## config.mk

```make
export PLATFORM = sky130hd
export DESIGN_NAME = cefts_core
export DESIGN_NICKNAME = d
export VERILOG_FILES = /design/src/pkg/cefts_pkg.sv /design/src/core/cefts_core.sv
export VERILOG_INCLUDE_DIRS = /design/src /design/src/pkg
export SDC_FILE = /design/constraint.sdc
export NUM_CORES = 1
export LEC_CHECK = 0
export BUFFER_PORTS_ARGS = -buffer_cell sky130_fd_sc_hd__buf_4
export CELL_PAD_IN_SITES_DETAIL_PLACEMENT = 1
export CELL_PAD_IN_SITES_GLOBAL_PLACEMENT = 1
export CORE_UTILIZATION = 40
export CTS_CLUSTER_DIAMETER = 30
export DETAILED_ROUTE_END_ITERATION = 10
export PLACE_DENSITY = 0.69
export SLEW_MARGIN = 20
export SYNTH_ARGS = -nofsm -noshare
export SYNTH_HDL_FRONTEND = slang
export SYNTH_SLANG_ARGS = --single-unit
```

## constraint.sdc

```tcl
create_clock -name i_clk -period 4.9 [get_ports i_clk]
set_clock_uncertainty 0.15 [all_clocks]
set_input_delay 0.49 -clock i_clk [delete_from_list [all_inputs] [get_ports i_clk]]
set_output_delay 0.49 -clock i_clk [all_outputs]
set_load 0.02 [all_outputs]
```

## src/pkg/cefts_consts.svh

```systemverilog
// Register offsets, field positions, reset values and thresholds of the CAN error/time-stamp block
//
// Behaviour
// - Each error-event flag sets on its event, whatever the enables say.
// - Software clears an event flag by writing 0; a same-cycle set wins.
// - Bus error flag sets on any bus error; overload flag on overload condition.
// - Warning flag sets on first rise above 95; re-arms when both below 95.
// - Error-passive flag sets on first rise above 127; re-arms when both below 127.
// - Bus-off entry flag sets when TEC passes 255, automatic-halt handling included.
// - Recovery flag sets after 128 runs of 11 recessive bits, handling 00b/10b/11b.
// - No recovery flag on reset mode, forced return, handling 01b, or 11b halted.
// - Overrun flag sets on overrun in mailbox 0-31, or 0-23/FIFO in FIFO mode.
// - Overwrite mode never sets overrun; it pulses reception-complete request instead.
// - In operation mode, 32 consecutive dominant bits set the bus lock flag.
// - After clear, lock detection re-arms on a recessive bit or mode re-entry.
// - Receive and transmit error counters are readable and follow ISO counting.
// - Error-code flags except output mode clear on write 0; set wins unless output mode 0 already holds a code.
// - Stuff, form, ACK and CRC errors each set their own code flag.
// - Recessive and dominant bit errors each set their own code flag.
// - Form error in ACK delimiter while transmitting sets its own flag.
// - Output mode 0 keeps only first error code; 1 accumulates all codes.
// - A 16-bit time stamp counter is read live by the time-stamp register.
// - The counter advances every selected multiple of one bit time.
// - Counter holds in sleep and halt, cleared in reset mode.
// - Storing a received message copies the counter into the mailbox stamp fields.
// - Error interrupt request is high while any enabled event flag is set.
// - Reset mode clears event flags, counters, time stamp, error codes but output mode.
`ifndef CEFTS_CONSTS_SVH
`define CEFTS_CONSTS_SVH

// Register index map
`define CEFTS_ADR_W            4
`define CEFTS_DAT_W            16
`define CEFTS_ADR_EVT_FLAGS    4'h0
`define CEFTS_ADR_EVT_ENABLES  4'h1
`define CEFTS_ADR_REC          4'h2
`define CEFTS_ADR_TEC          4'h3
`define CEFTS_ADR_ERR_CODE     4'h4
`define CEFTS_ADR_TIMESTAMP    4'h5
`define CEFTS_ADR_CONTROL      4'h6

// Event flag positions
`define CEFTS_EV_BUS_ERR       0
`define CEFTS_EV_WARN          1
`define CEFTS_EV_PASSIVE       2
`define CEFTS_EV_BOFF_ENTRY    3
`define CEFTS_EV_BOFF_RECOV    4
`define CEFTS_EV_OVERRUN       5
`define CEFTS_EV_OVERLOAD      6
`define CEFTS_EV_BUS_LOCK      7

// Error code bit 7: output mode
`define CEFTS_EC_MODE_BIT      7

// Control register fields
`define CEFTS_CTL_MODE_LSB     0
`define CEFTS_CTL_BOM_LSB      2
`define CEFTS_CTL_TIMESTAMP_PRESCALER_LSB     4
`define CEFTS_CTL_FORCED_BUS_OFF_RETURN_BIT     8

// Thresholds and counts
`define CEFTS_WARN_LIMIT       9'h05F
`define CEFTS_PASSIVE_LIMIT    9'h07F
`define CEFTS_BOFF_LIMIT       9'h0FF
`define CEFTS_REC_MAX          9'h0FF
`define CEFTS_TEC_STEP         9'h008
`define CEFTS_REC_STEP         9'h008
`define CEFTS_RECOV_RUNS       8'h80
`define CEFTS_LOCK_BITS        6'h20
`define CEFTS_MAX_MBX_FIFO     5'h17

// Reset values
`define CEFTS_RST_BYTE         8'h00
`define CEFTS_RST_STAMP        16'h0000
`define CEFTS_RST_CNT          9'h000

`endif

```

## src/pkg/cefts_pkg.sv

```systemverilog
// Types shared by the CAN error/time-stamp block
package cefts_pkg;

  // Encoding by order: 00 op, 01 reset, 10 halt, 11 sleep
  typedef enum logic [1:0] {
    CEFTS_OPERATION,
    CEFTS_RESET,
    CEFTS_HALT,
    CEFTS_SLEEP
  } cefts_mode_e;

  // Error code pulses from the protocol engine
  typedef struct packed {
    logic ack_delimiter_error_code;
    logic dominant_bit_error_code;
    logic recessive_bit_error_code;
    logic crc_error_code;
    logic ack_error_code;
    logic form_error_code;
    logic stuff_error_code;
  } cefts_err_s;

  // Error counter step pulses
  typedef struct packed {
    logic rec_inc1;
    logic rec_inc8;
    logic rec_dec;
    logic tec_inc8;
    logic tec_dec;
  } cefts_cnt_s;

  // Overrun report from the mailbox logic
  typedef struct packed {
    logic       hit;
    logic       in_fifo;
    logic [4:0] mailbox;
  } cefts_ovr_s;

  // Mailbox stamp write
  typedef struct packed {
    logic        we;
    logic [7:0]  stamp_high_field;
    logic [7:0]  stamp_low_field;
  } cefts_stamp_s;

  typedef struct packed {
    logic [7:0]   evt_flags;
    logic [7:0]   evt_enables;
    logic [8:0]   rec;
    logic [8:0]   tec;
    logic [7:0]   err_code;
    logic [15:0]  stamp;
    logic [2:0]   presc;
    logic [1:0]   mode;
    logic [1:0]   bus_off_handling_select;
    logic [1:0]   timestamp_prescaler;
    logic         warn_armed;
    logic         passive_armed;
    logic         bus_off;
    logic         halt_seen;
    logic [7:0]   recov_runs;
    logic         lock_armed;
    logic [5:0]   dom_run;
    logic [15:0]  rd_data;
    logic         err_irq;
    logic         rx_done_irq;
    logic         auto_halt;
    cefts_stamp_s stamp_out;
  } cefts_state_s;

endpackage

```

## src/core/cefts_core.sv

```systemverilog
// CAN error flags, error counters, error code capture and time stamp counter
`timescale 1ns/1ps
`include "cefts_consts.svh"

module cefts_core (
  input  wire logic                      i_clk,
  input  wire logic                      i_arst_n,
  input  wire logic [`CEFTS_ADR_W-1:0]   i_addr,
  input  wire logic [`CEFTS_DAT_W-1:0]   i_wdata,
  input  wire logic                      i_wr,
  input  wire logic                      i_rd,
  input  wire logic                      i_bit_tick,
  input  wire logic                      i_bus_bit,
  input  wire logic                      i_rec11_run,
  input  wire logic                      i_overload,
  input  wire logic                      i_overwrite_mode,
  input  wire logic                      i_fifo_mode,
  input  wire logic                      i_rx_store,
  input  wire cefts_pkg::cefts_err_s     i_err,
  input  wire cefts_pkg::cefts_cnt_s     i_cnt,
  input  wire cefts_pkg::cefts_ovr_s     i_ovr,
  output logic [`CEFTS_DAT_W-1:0]        o_rdata,
  output logic                           o_err_irq,
  output logic                           o_rx_done_irq,
  output logic                           o_bus_off,
  output logic                           o_auto_halt,
  output cefts_pkg::cefts_stamp_s        o_stamp
);
  import cefts_pkg::*;

  cefts_state_s st_ff;
  cefts_state_s nxt_st;

  // ----------------------------------------------------------------
  // Helpers
  // ----------------------------------------------------------------
  function automatic logic wr_hit(input logic [`CEFTS_ADR_W-1:0] adr);
    wr_hit = i_wr && (i_addr == adr);
  endfunction

  // Written 0 clears; a hardware set wins
  function automatic logic [7:0] clr_set(input logic [7:0] cur, input logic wr,
                                         input logic [7:0] wd, input logic [7:0] set);
    clr_set = (wr ? (cur & wd) : cur) | set;
  endfunction

  function automatic logic [8:0] sat_add(input logic [8:0] a, input logic [8:0] b);
    logic [9:0] s;
    s = {1'b0, a} + {1'b0, b};
    sat_add = s[9] ? 9'h1FF : s[8:0];
  endfunction

  // ----------------------------------------------------------------
  // Next state
  // ----------------------------------------------------------------
  logic [7:0] ev_set;
  logic [6:0] ec_set;
  logic       above_warn;
  logic       below_warn;
  logic       above_pass;
  logic       below_pass;
  logic       in_reset;
  logic       in_op;
  logic       ovr_ok;
  logic       boff_enter;
  logic       recov_done;
  logic       forced_ret;
  logic       dominant_bit;
  logic [2:0] presc_top;

  always_comb begin
    nxt_st       = st_ff;
    ev_set       = 8'h00;
    in_reset     = (st_ff.mode == 2'(CEFTS_RESET));
    in_op        = (st_ff.mode == 2'(CEFTS_OPERATION));
    forced_ret   = wr_hit(`CEFTS_ADR_CONTROL) && i_wdata[`CEFTS_CTL_FORCED_BUS_OFF_RETURN_BIT];
    dominant_bit = i_bit_tick && !i_bus_bit;

    // Control and enable registers are kept through reset mode
    if (wr_hit(`CEFTS_ADR_CONTROL)) begin
      nxt_st.mode = i_wdata[`CEFTS_CTL_MODE_LSB +: 2];
      nxt_st.bus_off_handling_select  = i_wdata[`CEFTS_CTL_BOM_LSB +: 2];
      nxt_st.timestamp_prescaler = i_wdata[`CEFTS_CTL_TIMESTAMP_PRESCALER_LSB +: 2];
    end
    if (wr_hit(`CEFTS_ADR_EVT_ENABLES)) begin
      nxt_st.evt_enables = i_wdata[7:0];
    end

    // ----------------------------------------------------------------
    // Error counters
    // ----------------------------------------------------------------
    if (!st_ff.bus_off) begin
      if (i_cnt.rec_inc8) begin
        nxt_st.rec = sat_add(st_ff.rec, `CEFTS_REC_STEP);
      end else if (i_cnt.rec_inc1) begin
        nxt_st.rec = sat_add(st_ff.rec, 9'h001);
      end else if (i_cnt.rec_dec) begin
        // Above 127 a decrement lands on 127
        if (st_ff.rec > `CEFTS_PASSIVE_LIMIT) begin
          nxt_st.rec = `CEFTS_PASSIVE_LIMIT;
        end else if (st_ff.rec != 9'h000) begin
          nxt_st.rec = st_ff.rec - 9'h001;
        end
      end
      if (nxt_st.rec > `CEFTS_REC_MAX) begin
        nxt_st.rec = `CEFTS_REC_MAX;
      end
      if (i_cnt.tec_inc8) begin
        nxt_st.tec = sat_add(st_ff.tec, `CEFTS_TEC_STEP);
      end else if (i_cnt.tec_dec && st_ff.tec != 9'h000) begin
        nxt_st.tec = st_ff.tec - 9'h001;
      end
    end

    above_warn = (nxt_st.rec > `CEFTS_WARN_LIMIT) || (nxt_st.tec > `CEFTS_WARN_LIMIT);
    below_warn = (nxt_st.rec < `CEFTS_WARN_LIMIT) && (nxt_st.tec < `CEFTS_WARN_LIMIT);
    above_pass = (nxt_st.rec > `CEFTS_PASSIVE_LIMIT) || (nxt_st.tec > `CEFTS_PASSIVE_LIMIT);
    below_pass = (nxt_st.rec < `CEFTS_PASSIVE_LIMIT) && (nxt_st.tec < `CEFTS_PASSIVE_LIMIT);

    // One set per excursion over the limit
    if (above_warn && st_ff.warn_armed) begin
      ev_set[`CEFTS_EV_WARN] = 1'b1;
      nxt_st.warn_armed      = 1'b0;
    end else if (below_warn) begin
      nxt_st.warn_armed = 1'b1;
    end
    if (above_pass && st_ff.passive_armed) begin
      ev_set[`CEFTS_EV_PASSIVE] = 1'b1;
      nxt_st.passive_armed      = 1'b0;
    end else if (below_pass) begin
      nxt_st.passive_armed = 1'b1;
    end

    // ----------------------------------------------------------------
    // Bus-off entry and recovery
    // ----------------------------------------------------------------
    boff_enter = !st_ff.bus_off && (nxt_st.tec > `CEFTS_BOFF_LIMIT);
    recov_done = st_ff.bus_off && i_rec11_run && (st_ff.recov_runs == `CEFTS_RECOV_RUNS - 8'h01);
    if (boff_enter) begin
      ev_set[`CEFTS_EV_BOFF_ENTRY] = 1'b1;
      nxt_st.bus_off               = 1'b1;
      nxt_st.recov_runs            = 8'h00;
      nxt_st.halt_seen             = 1'b0;
      // Handling 01b requests a halt
      nxt_st.auto_halt             = (st_ff.bus_off_handling_select == 2'b01);
    end else if (st_ff.bus_off) begin
      if (st_ff.mode == 2'(CEFTS_HALT)) begin
        nxt_st.halt_seen = 1'b1;
      end
      if (forced_ret) begin
        nxt_st.bus_off = 1'b0;
      end else if (recov_done) begin
        nxt_st.bus_off = 1'b0;
        if (st_ff.bus_off_handling_select == 2'b00 || st_ff.bus_off_handling_select == 2'b10 ||
            (st_ff.bus_off_handling_select == 2'b11 && !st_ff.halt_seen && st_ff.mode != 2'(CEFTS_HALT))) begin
          ev_set[`CEFTS_EV_BOFF_RECOV] = 1'b1;
        end
      end else if (i_rec11_run) begin
        nxt_st.recov_runs = st_ff.recov_runs + 8'h01;
      end
      if (!nxt_st.bus_off) begin
        nxt_st.rec       = `CEFTS_RST_CNT;
        nxt_st.tec       = `CEFTS_RST_CNT;
        nxt_st.auto_halt = 1'b0;
      end
    end

    // ----------------------------------------------------------------
    // Error codes and bus error
    // ----------------------------------------------------------------
    ec_set = i_err;
    // First-error mode blocks new codes until cleared
    if (!st_ff.err_code[`CEFTS_EC_MODE_BIT] && (st_ff.err_code[6:0] != 7'h00)) begin
      ec_set = 7'h00;
    end
    nxt_st.err_code = clr_set(st_ff.err_code, wr_hit(`CEFTS_ADR_ERR_CODE),
                              {1'b0, i_wdata[6:0]}, {1'b0, ec_set});
    if (wr_hit(`CEFTS_ADR_ERR_CODE)) begin
      nxt_st.err_code[`CEFTS_EC_MODE_BIT] = i_wdata[`CEFTS_EC_MODE_BIT];
    end
    ev_set[`CEFTS_EV_BUS_ERR]  = (i_err != '0);
    ev_set[`CEFTS_EV_OVERLOAD] = i_overload;

    // ----------------------------------------------------------------
    // Overrun versus overwrite
    // ----------------------------------------------------------------
    ovr_ok = i_fifo_mode ? (i_ovr.in_fifo || i_ovr.mailbox <= `CEFTS_MAX_MBX_FIFO) : 1'b1;
    ev_set[`CEFTS_EV_OVERRUN] = i_ovr.hit && !i_overwrite_mode && ovr_ok;
    nxt_st.rx_done_irq        = i_ovr.hit && i_overwrite_mode;

    // ----------------------------------------------------------------
    // Bus lock detection
    // ----------------------------------------------------------------
    if (!in_op) begin
      nxt_st.dom_run    = 6'h00;
      nxt_st.lock_armed = 1'b1;
    end else if (i_bit_tick) begin
      if (i_bus_bit) begin
        nxt_st.dom_run = 6'h00;
        if (!st_ff.evt_flags[`CEFTS_EV_BUS_LOCK]) begin
          nxt_st.lock_armed = 1'b1;
        end
      end else if (st_ff.dom_run != `CEFTS_LOCK_BITS) begin
        nxt_st.dom_run = st_ff.dom_run + 6'h01;
      end
    end
    if (in_op && dominant_bit && st_ff.lock_armed && (st_ff.dom_run == `CEFTS_LOCK_BITS - 6'h01)) begin
      ev_set[`CEFTS_EV_BUS_LOCK] = 1'b1;
      nxt_st.lock_armed          = 1'b0;
    end

    // ----------------------------------------------------------------
    // Event flags
    // ----------------------------------------------------------------
    nxt_st.evt_flags = clr_set(st_ff.evt_flags, wr_hit(`CEFTS_ADR_EVT_FLAGS),
                               i_wdata[7:0], ev_set);

    // ----------------------------------------------------------------
    // Time stamp
    // ----------------------------------------------------------------
    presc_top = 3'((4'h1 << st_ff.timestamp_prescaler) - 4'h1);
    if (in_op && i_bit_tick) begin
      if (st_ff.presc >= presc_top) begin
        nxt_st.presc = 3'h0;
        nxt_st.stamp = st_ff.stamp + 16'h0001;
      end else begin
        nxt_st.presc = st_ff.presc + 3'h1;
      end
    end
    nxt_st.stamp_out.we = i_rx_store;
    if (i_rx_store) begin
      nxt_st.stamp_out.stamp_low_field  = st_ff.stamp[7:0];
      nxt_st.stamp_out.stamp_high_field = st_ff.stamp[15:8];
    end

    // ----------------------------------------------------------------
    // Reset mode reinitialisation
    // ----------------------------------------------------------------
    // Output mode select survives
    if (in_reset) begin
      nxt_st.evt_flags      = `CEFTS_RST_BYTE;
      nxt_st.rec            = `CEFTS_RST_CNT;
      nxt_st.tec            = `CEFTS_RST_CNT;
      nxt_st.stamp          = `CEFTS_RST_STAMP;
      nxt_st.presc          = 3'h0;
      nxt_st.err_code[6:0]  = 7'h00;
      nxt_st.bus_off        = 1'b0;
      nxt_st.auto_halt      = 1'b0;
      nxt_st.warn_armed     = 1'b1;
      nxt_st.passive_armed  = 1'b1;
    end

    nxt_st.err_irq = (nxt_st.evt_flags & nxt_st.evt_enables) != 8'h00;

    // ----------------------------------------------------------------
    // Read port
    // ----------------------------------------------------------------
    nxt_st.rd_data = '0;
    if (i_rd) begin
      unique case (i_addr)
        `CEFTS_ADR_EVT_FLAGS:   nxt_st.rd_data = {8'h00, st_ff.evt_flags};
        `CEFTS_ADR_EVT_ENABLES: nxt_st.rd_data = {8'h00, st_ff.evt_enables};
        `CEFTS_ADR_REC:         nxt_st.rd_data = {8'h00, st_ff.rec[7:0]};
        // Bus-off TEC exceeds 8 bits; read the ceiling
        `CEFTS_ADR_TEC:         nxt_st.rd_data = {8'h00, st_ff.tec[8] ? 8'hFF : st_ff.tec[7:0]};
        `CEFTS_ADR_ERR_CODE:    nxt_st.rd_data = {8'h00, st_ff.err_code};
        `CEFTS_ADR_TIMESTAMP:   nxt_st.rd_data = st_ff.stamp;
        `CEFTS_ADR_CONTROL:     nxt_st.rd_data = {10'h000, st_ff.timestamp_prescaler, st_ff.bus_off_handling_select, st_ff.mode};
        default:                nxt_st.rd_data = '0;
      endcase
    end
  end

  // ----------------------------------------------------------------
  // State register
  // ----------------------------------------------------------------
  always_ff @(posedge i_clk or negedge i_arst_n) begin
    if (!i_arst_n) begin
      st_ff               <= '0;
      st_ff.mode          <= 2'(CEFTS_RESET);
      st_ff.warn_armed    <= 1'b1;
      st_ff.passive_armed <= 1'b1;
      st_ff.lock_armed    <= 1'b1;
    end else begin
      st_ff <= nxt_st;
    end
  end

  assign o_rdata       = st_ff.rd_data;
  assign o_err_irq     = st_ff.err_irq;
  assign o_rx_done_irq = st_ff.rx_done_irq;
  assign o_bus_off     = st_ff.bus_off;
  assign o_auto_halt   = st_ff.auto_halt;
  assign o_stamp       = st_ff.stamp_out;

endmodule // cefts_core

```

* Yosys cells after proc, flatten, opt, wreduce, memory -nomap -nowiden
Cells that the tools add are included.
Storage, ports and cells: register bits after elaboration 122, word-level logic and storage cells 198
Operators by class: $add $sub $neg 10, $lt $le $gt $ge 13, eq/ne operators 23, shift operators 1, mux-type cells 66, bitwise logic cells 5, reduce and logical (&&, ||, !) cells 56
Operators by type and width (number):
- $pmux W16 S7 | 1
- $mux W9 | 12
- $mux W18 | 5
- $mux W8 | 8
- $gt A9 B7 Y1 const B | 5
- $lt A9 B7 Y1 const B | 4
- $mux W16 | 2
- $mux W1 | 27
- $mux W26 | 1
- $logic_and A1 B1 Y1 | 24
- $mux W7 | 3
- $add A9 B4 Y10 const B | 2
- $mux W10 | 2
- $mux W19 | 1
- $gt A9 B8 Y1 const B | 2
- $reduce_bool A9 Y1 | 2
- $sub A9 B1 Y9 const B | 2
- $add A16 B1 Y16 const B | 1
- $and A8 B8 Y8 | 2
- $reduce_bool A7 Y1 | 2
- $eq A4 B3 Y1 const B | 3
- $mux W6 | 2
- $ne A3 B2 Y1 const B | 4
- $add A9 B1 Y10 const B | 1
- other kinds (30) | 56

* Logic depth before layout (Yosys ltp)
depth in word-level cells 18, gate-level depth with buffers 11, gate-level depth less buffers 10

* Least setup slack after synthesis
OpenSTA, ideal clock, no wires.
path type register -> register, from register st_ff[101] (netlist bit), to register st_ff (netlist bit o_err_irq), library setup time 0.137 ns, data arrival time 2.407 ns, required time 4.613 ns, path slack 2.206 ns, stages on the path, launching flop included 11, buffers on the path 1, period minus slack after synthesis 2.694 ns, cell sequence dfrtp_1 -> ha_1 -> and2_1 -> buf_4 -> o2111a_2 -> or4b_1 -> a32oi_1 -> o31a_1 -> a21oi_1 -> nor3_2 -> o211ai_1
RTL lines:
- from (decl) | RTL line cefts_core.sv:31 | cefts_state_s st_ff;
- from (signal assigned) | RTL line cefts_core.sv:285 | st_ff <= nxt_st;

==> flow_metrics.tcl <==
set metrics [dict create \
    finalWeightedCongestion 0.8815 \
    synth.avg_cell_area_um2 9.248 \
    seq_area_frac_synth_pct 42.72 \
    wirelength_um 21840 \
    mostFrequentLayoutCells "dfrtp_1, buf_4, nand2_1" \
    insertion_delay_ns 0.42 \
    cts_max_level 4 \
    dieWidth_um 135.8 \
    grt_start_max_net_pins 61 \
    path_max_fanout 10 \
    r2r_slack_ns 1.56 \
    clkSlewWorstSetupHoldPaths_ns 0.06 \
    fp.coreArea_um2 17360 \
    fin_ws_ns 1.562 \
    die-area_um2 18430 \
    drt_iter0_markers 349 \
    pin_count 87 \
    syn-num-nets 841 \
    leakage_nw 3.521 \
    grt_pass1_wl_um 34820 \
    p_seq_share_pct 36.5 \
    pwr-share-comb_pct 32.2 \
    synth_edf_count 0 \
    overflow 0 \
    antenna_left 0 \
    drive_above_1_share_pct 20.29 \
    fin_setup_tns_ns 0 \
    hold_viol_final 0 \
    fill_cells 2007 \
    rows 48 \
    slowest_delay_ns 0.55 \
    worstSetupPathType "register to register" \
    end_kind "register" \
    dp_hpwl_um 15890 \
    antenna_found_initial 1 \
    critical_path.cell_chain "ha_1 -> and2_1 -> o2111a_2 -> or4b_1 -> a32oi_1 -> o31a_1 -> a21oi_1 -> nor3_2 -> o211ai_1" \
    die_y_um 135.8 \
    yosysUniqueCellTypes 84 \
    start_kind "register" \
    num_antenna_cells 0 \
    slew_headroom_pct 46.05 \
    nets 877 \
    post_cts_buffers 0 \
    required_ns 5.02 \
    arrival_ns 3.46 \
    cts_num_sinks 122 \
    p_sw_mw 1.711 \
    clkPwrFrac_pct 31.3 \
    grt_pass1_vias 6325 \
    finalCritPeriodShare_pct 68.12 \
    area_delta_synth_final_pct 16.31 \
    fmax_mhz 299.6 \
    clockBufferDepth 2 \
    ir_drop_mv 0.2556 \
    syn_inst 774 \
    status "finished clean" \
    hold_buffers 1 \
    post-route-min-period_ns 3.338 \
    start_util_pct 41.24 \
    yosysWarnings 0 \
    port_buffers 76 \
    ys_seq_elements 122 \
    synthArstFlopShare_pct 100.0 \
    vias_per_cell 5.914 \
    vias 6198 \
    drc 0 \
    first_pass_iters 4 \
    setup_violations 0 \
    seq_area_um2 3058 \
    tritoncts "yes" \
    intPower_mw 2.708 \
    power.density_nw_per_um2 530.8 \
    final_common_cell "dfrtp_1" \
    hold_path_class "input port to register" \
    postCtsResizedCells 0 \
    wire_per_inst_um 20.84 \
    critPathSlowestCell "or4b_1" \
    cap_violations 0 \
    p_sw_share_pct 38.71 \
    pre_cts_ws_ns 1.571 \
    synth_area_um2 7158 \
    slew_violations 0 \
    grt_setup_unrepaired "no" \
    numCtsBuffers 17 \
    multiInputGateArea_um2 3597 \
    cts-root-buf "clkbuf_16" \
    synthFlopType "dfrtp_1" \
    track_usage_pct 24.74 \
    worstMarginPinSlew_ns 0.8007 \
]
## power by group through the flow
stage	Sequential, mW	Clock (mW)	Combinational, mW
2_1_floorplan	1.42	0	1.12
3_3_place_gp	1.60	0	1.35
3_5_place_dp	1.61	0	1.41
4_1_cts	1.60	1.41	1.42
5_1_grt	1.65	1.46	1.57
6_report	1.61	1.38	1.42
## per-stage QoR
| stage | hold WS (ns) | power (mW) | util (%) | std cells | area [um^2] |
|---|---|---|---|---|---|
| floorplan | 0.04441 | 2.539 | - | 774 | 7158 |
| global placement | 0.2202 | 2.945 | 44.16 | 1015 | 7665 |
| detailed placement | 0.2253 | 3.022 | 44.16 | 1015 | 7665 |
| CTS | 0.1424 | 4.433 | 47.97 | 1048 | 8325 |
| global route | 0.1563 | 4.672 | 47.97 | 1048 | 8325 |
| finish | 0.1471 | 4.419 | 47.97 | 1048 | 8325 |
## sequential cells by signal (all words and copies together), names as in the netlist
signal / cells
o_auto_halt: 1
o_bus_off: 1
o_err_irq: 1
o_rdata: 16
o_rx_done_irq: 1
o_stamp: 17
st_ff: 85
## synthesized netlist by cell type (11+ instances only)
| library cell | count | share of area [%] |
|---|---|---|
| clkbuf_1 | 17 | 0.89 |
| buf_2 | 11 | 0.77 |
| nor2_1 | 46 | 2.4 |
| and2_1 | 11 | 0.96 |
| nor2b_1 | 13 | 1.1 |
| mux2_2 | 26 | 4.1 |
| or3_1 | 15 | 1.3 |
| a22oi_1 | 18 | 1.9 |
| nand2_1 | 82 | 4.3 |
| inv_1 | 28 | 1.5 |
| dfrtp_1 | 118 | 41 |
| o21ai_0 | 61 | 4.3 |
| a21oi_1 | 44 | 3.1 |
| nor3_1 | 23 | 1.6 |
| ha_1 | 17 | 3.0 |
| nand4_1 | 18 | 1.6 |
| nand3_1 | 20 | 1.4 |
| buf_4 | 36 | 3.8 |
## final cells by class
class,instances,area share (%)
clock buffer,18,5.155
timing repair buffer,84,7.604
tap,225,3.381
sequential,122,36.73
clock inverter,14,2.660
inverter,28,1.262
multi-input combinational,557,43.21
## kinds of logic (layout without fill, tap and decap cells)
logic type	Yosys count	in the layout	share of synthesized area, %
adder cells (fa/ha/maj)	17	17	2.971
buffers and inverters	95	144	7.062
flip-flops	122	122	42.72
XOR/XNOR	17	17	2.080
AO/OA/AOI/OAI	215	215	20.10
multiplexers	27	27	4.230
AND/OR/NAND/NOR	281	281	20.84
## worst paths after layout
| check | startpoint | endpoint | cells after the start |
|---|---|---|---|
| max in group asynchronous | i_arst_n | st_ff[113] | 3 |
| max | st_ff[100] | o_err_irq | 9 |
| min | i_wdata[4] | st_ff[55] | 3 |
| max reg2reg | st_ff[100] | o_err_irq | 9 |
| min reg2reg | o_stamp[6] | o_stamp[6] | 1 |
| min in group asynchronous | i_arst_n | o_rdata[10] | 2 |
## critical path, delay by kind of cell (launching register included)
kind	cells	cell delay, ns
compound gates	5	1.04
simple gates	3	1.12
fa+ha+maj	1	0.33
flops	1	0.53
## metal layers
layer | vias up | track usage [%] | share of wire, %
met2 | 137 | 40.42 | 49
met3 | 27 | 4.078 | 4.2
met5 | - | 0 | 0
met1 | 3150 | 33.18 | 45
li1 | 2884 | - | -
met4 | 0 | 8.052 | 1.8
(Power assumes the default switching activity.)
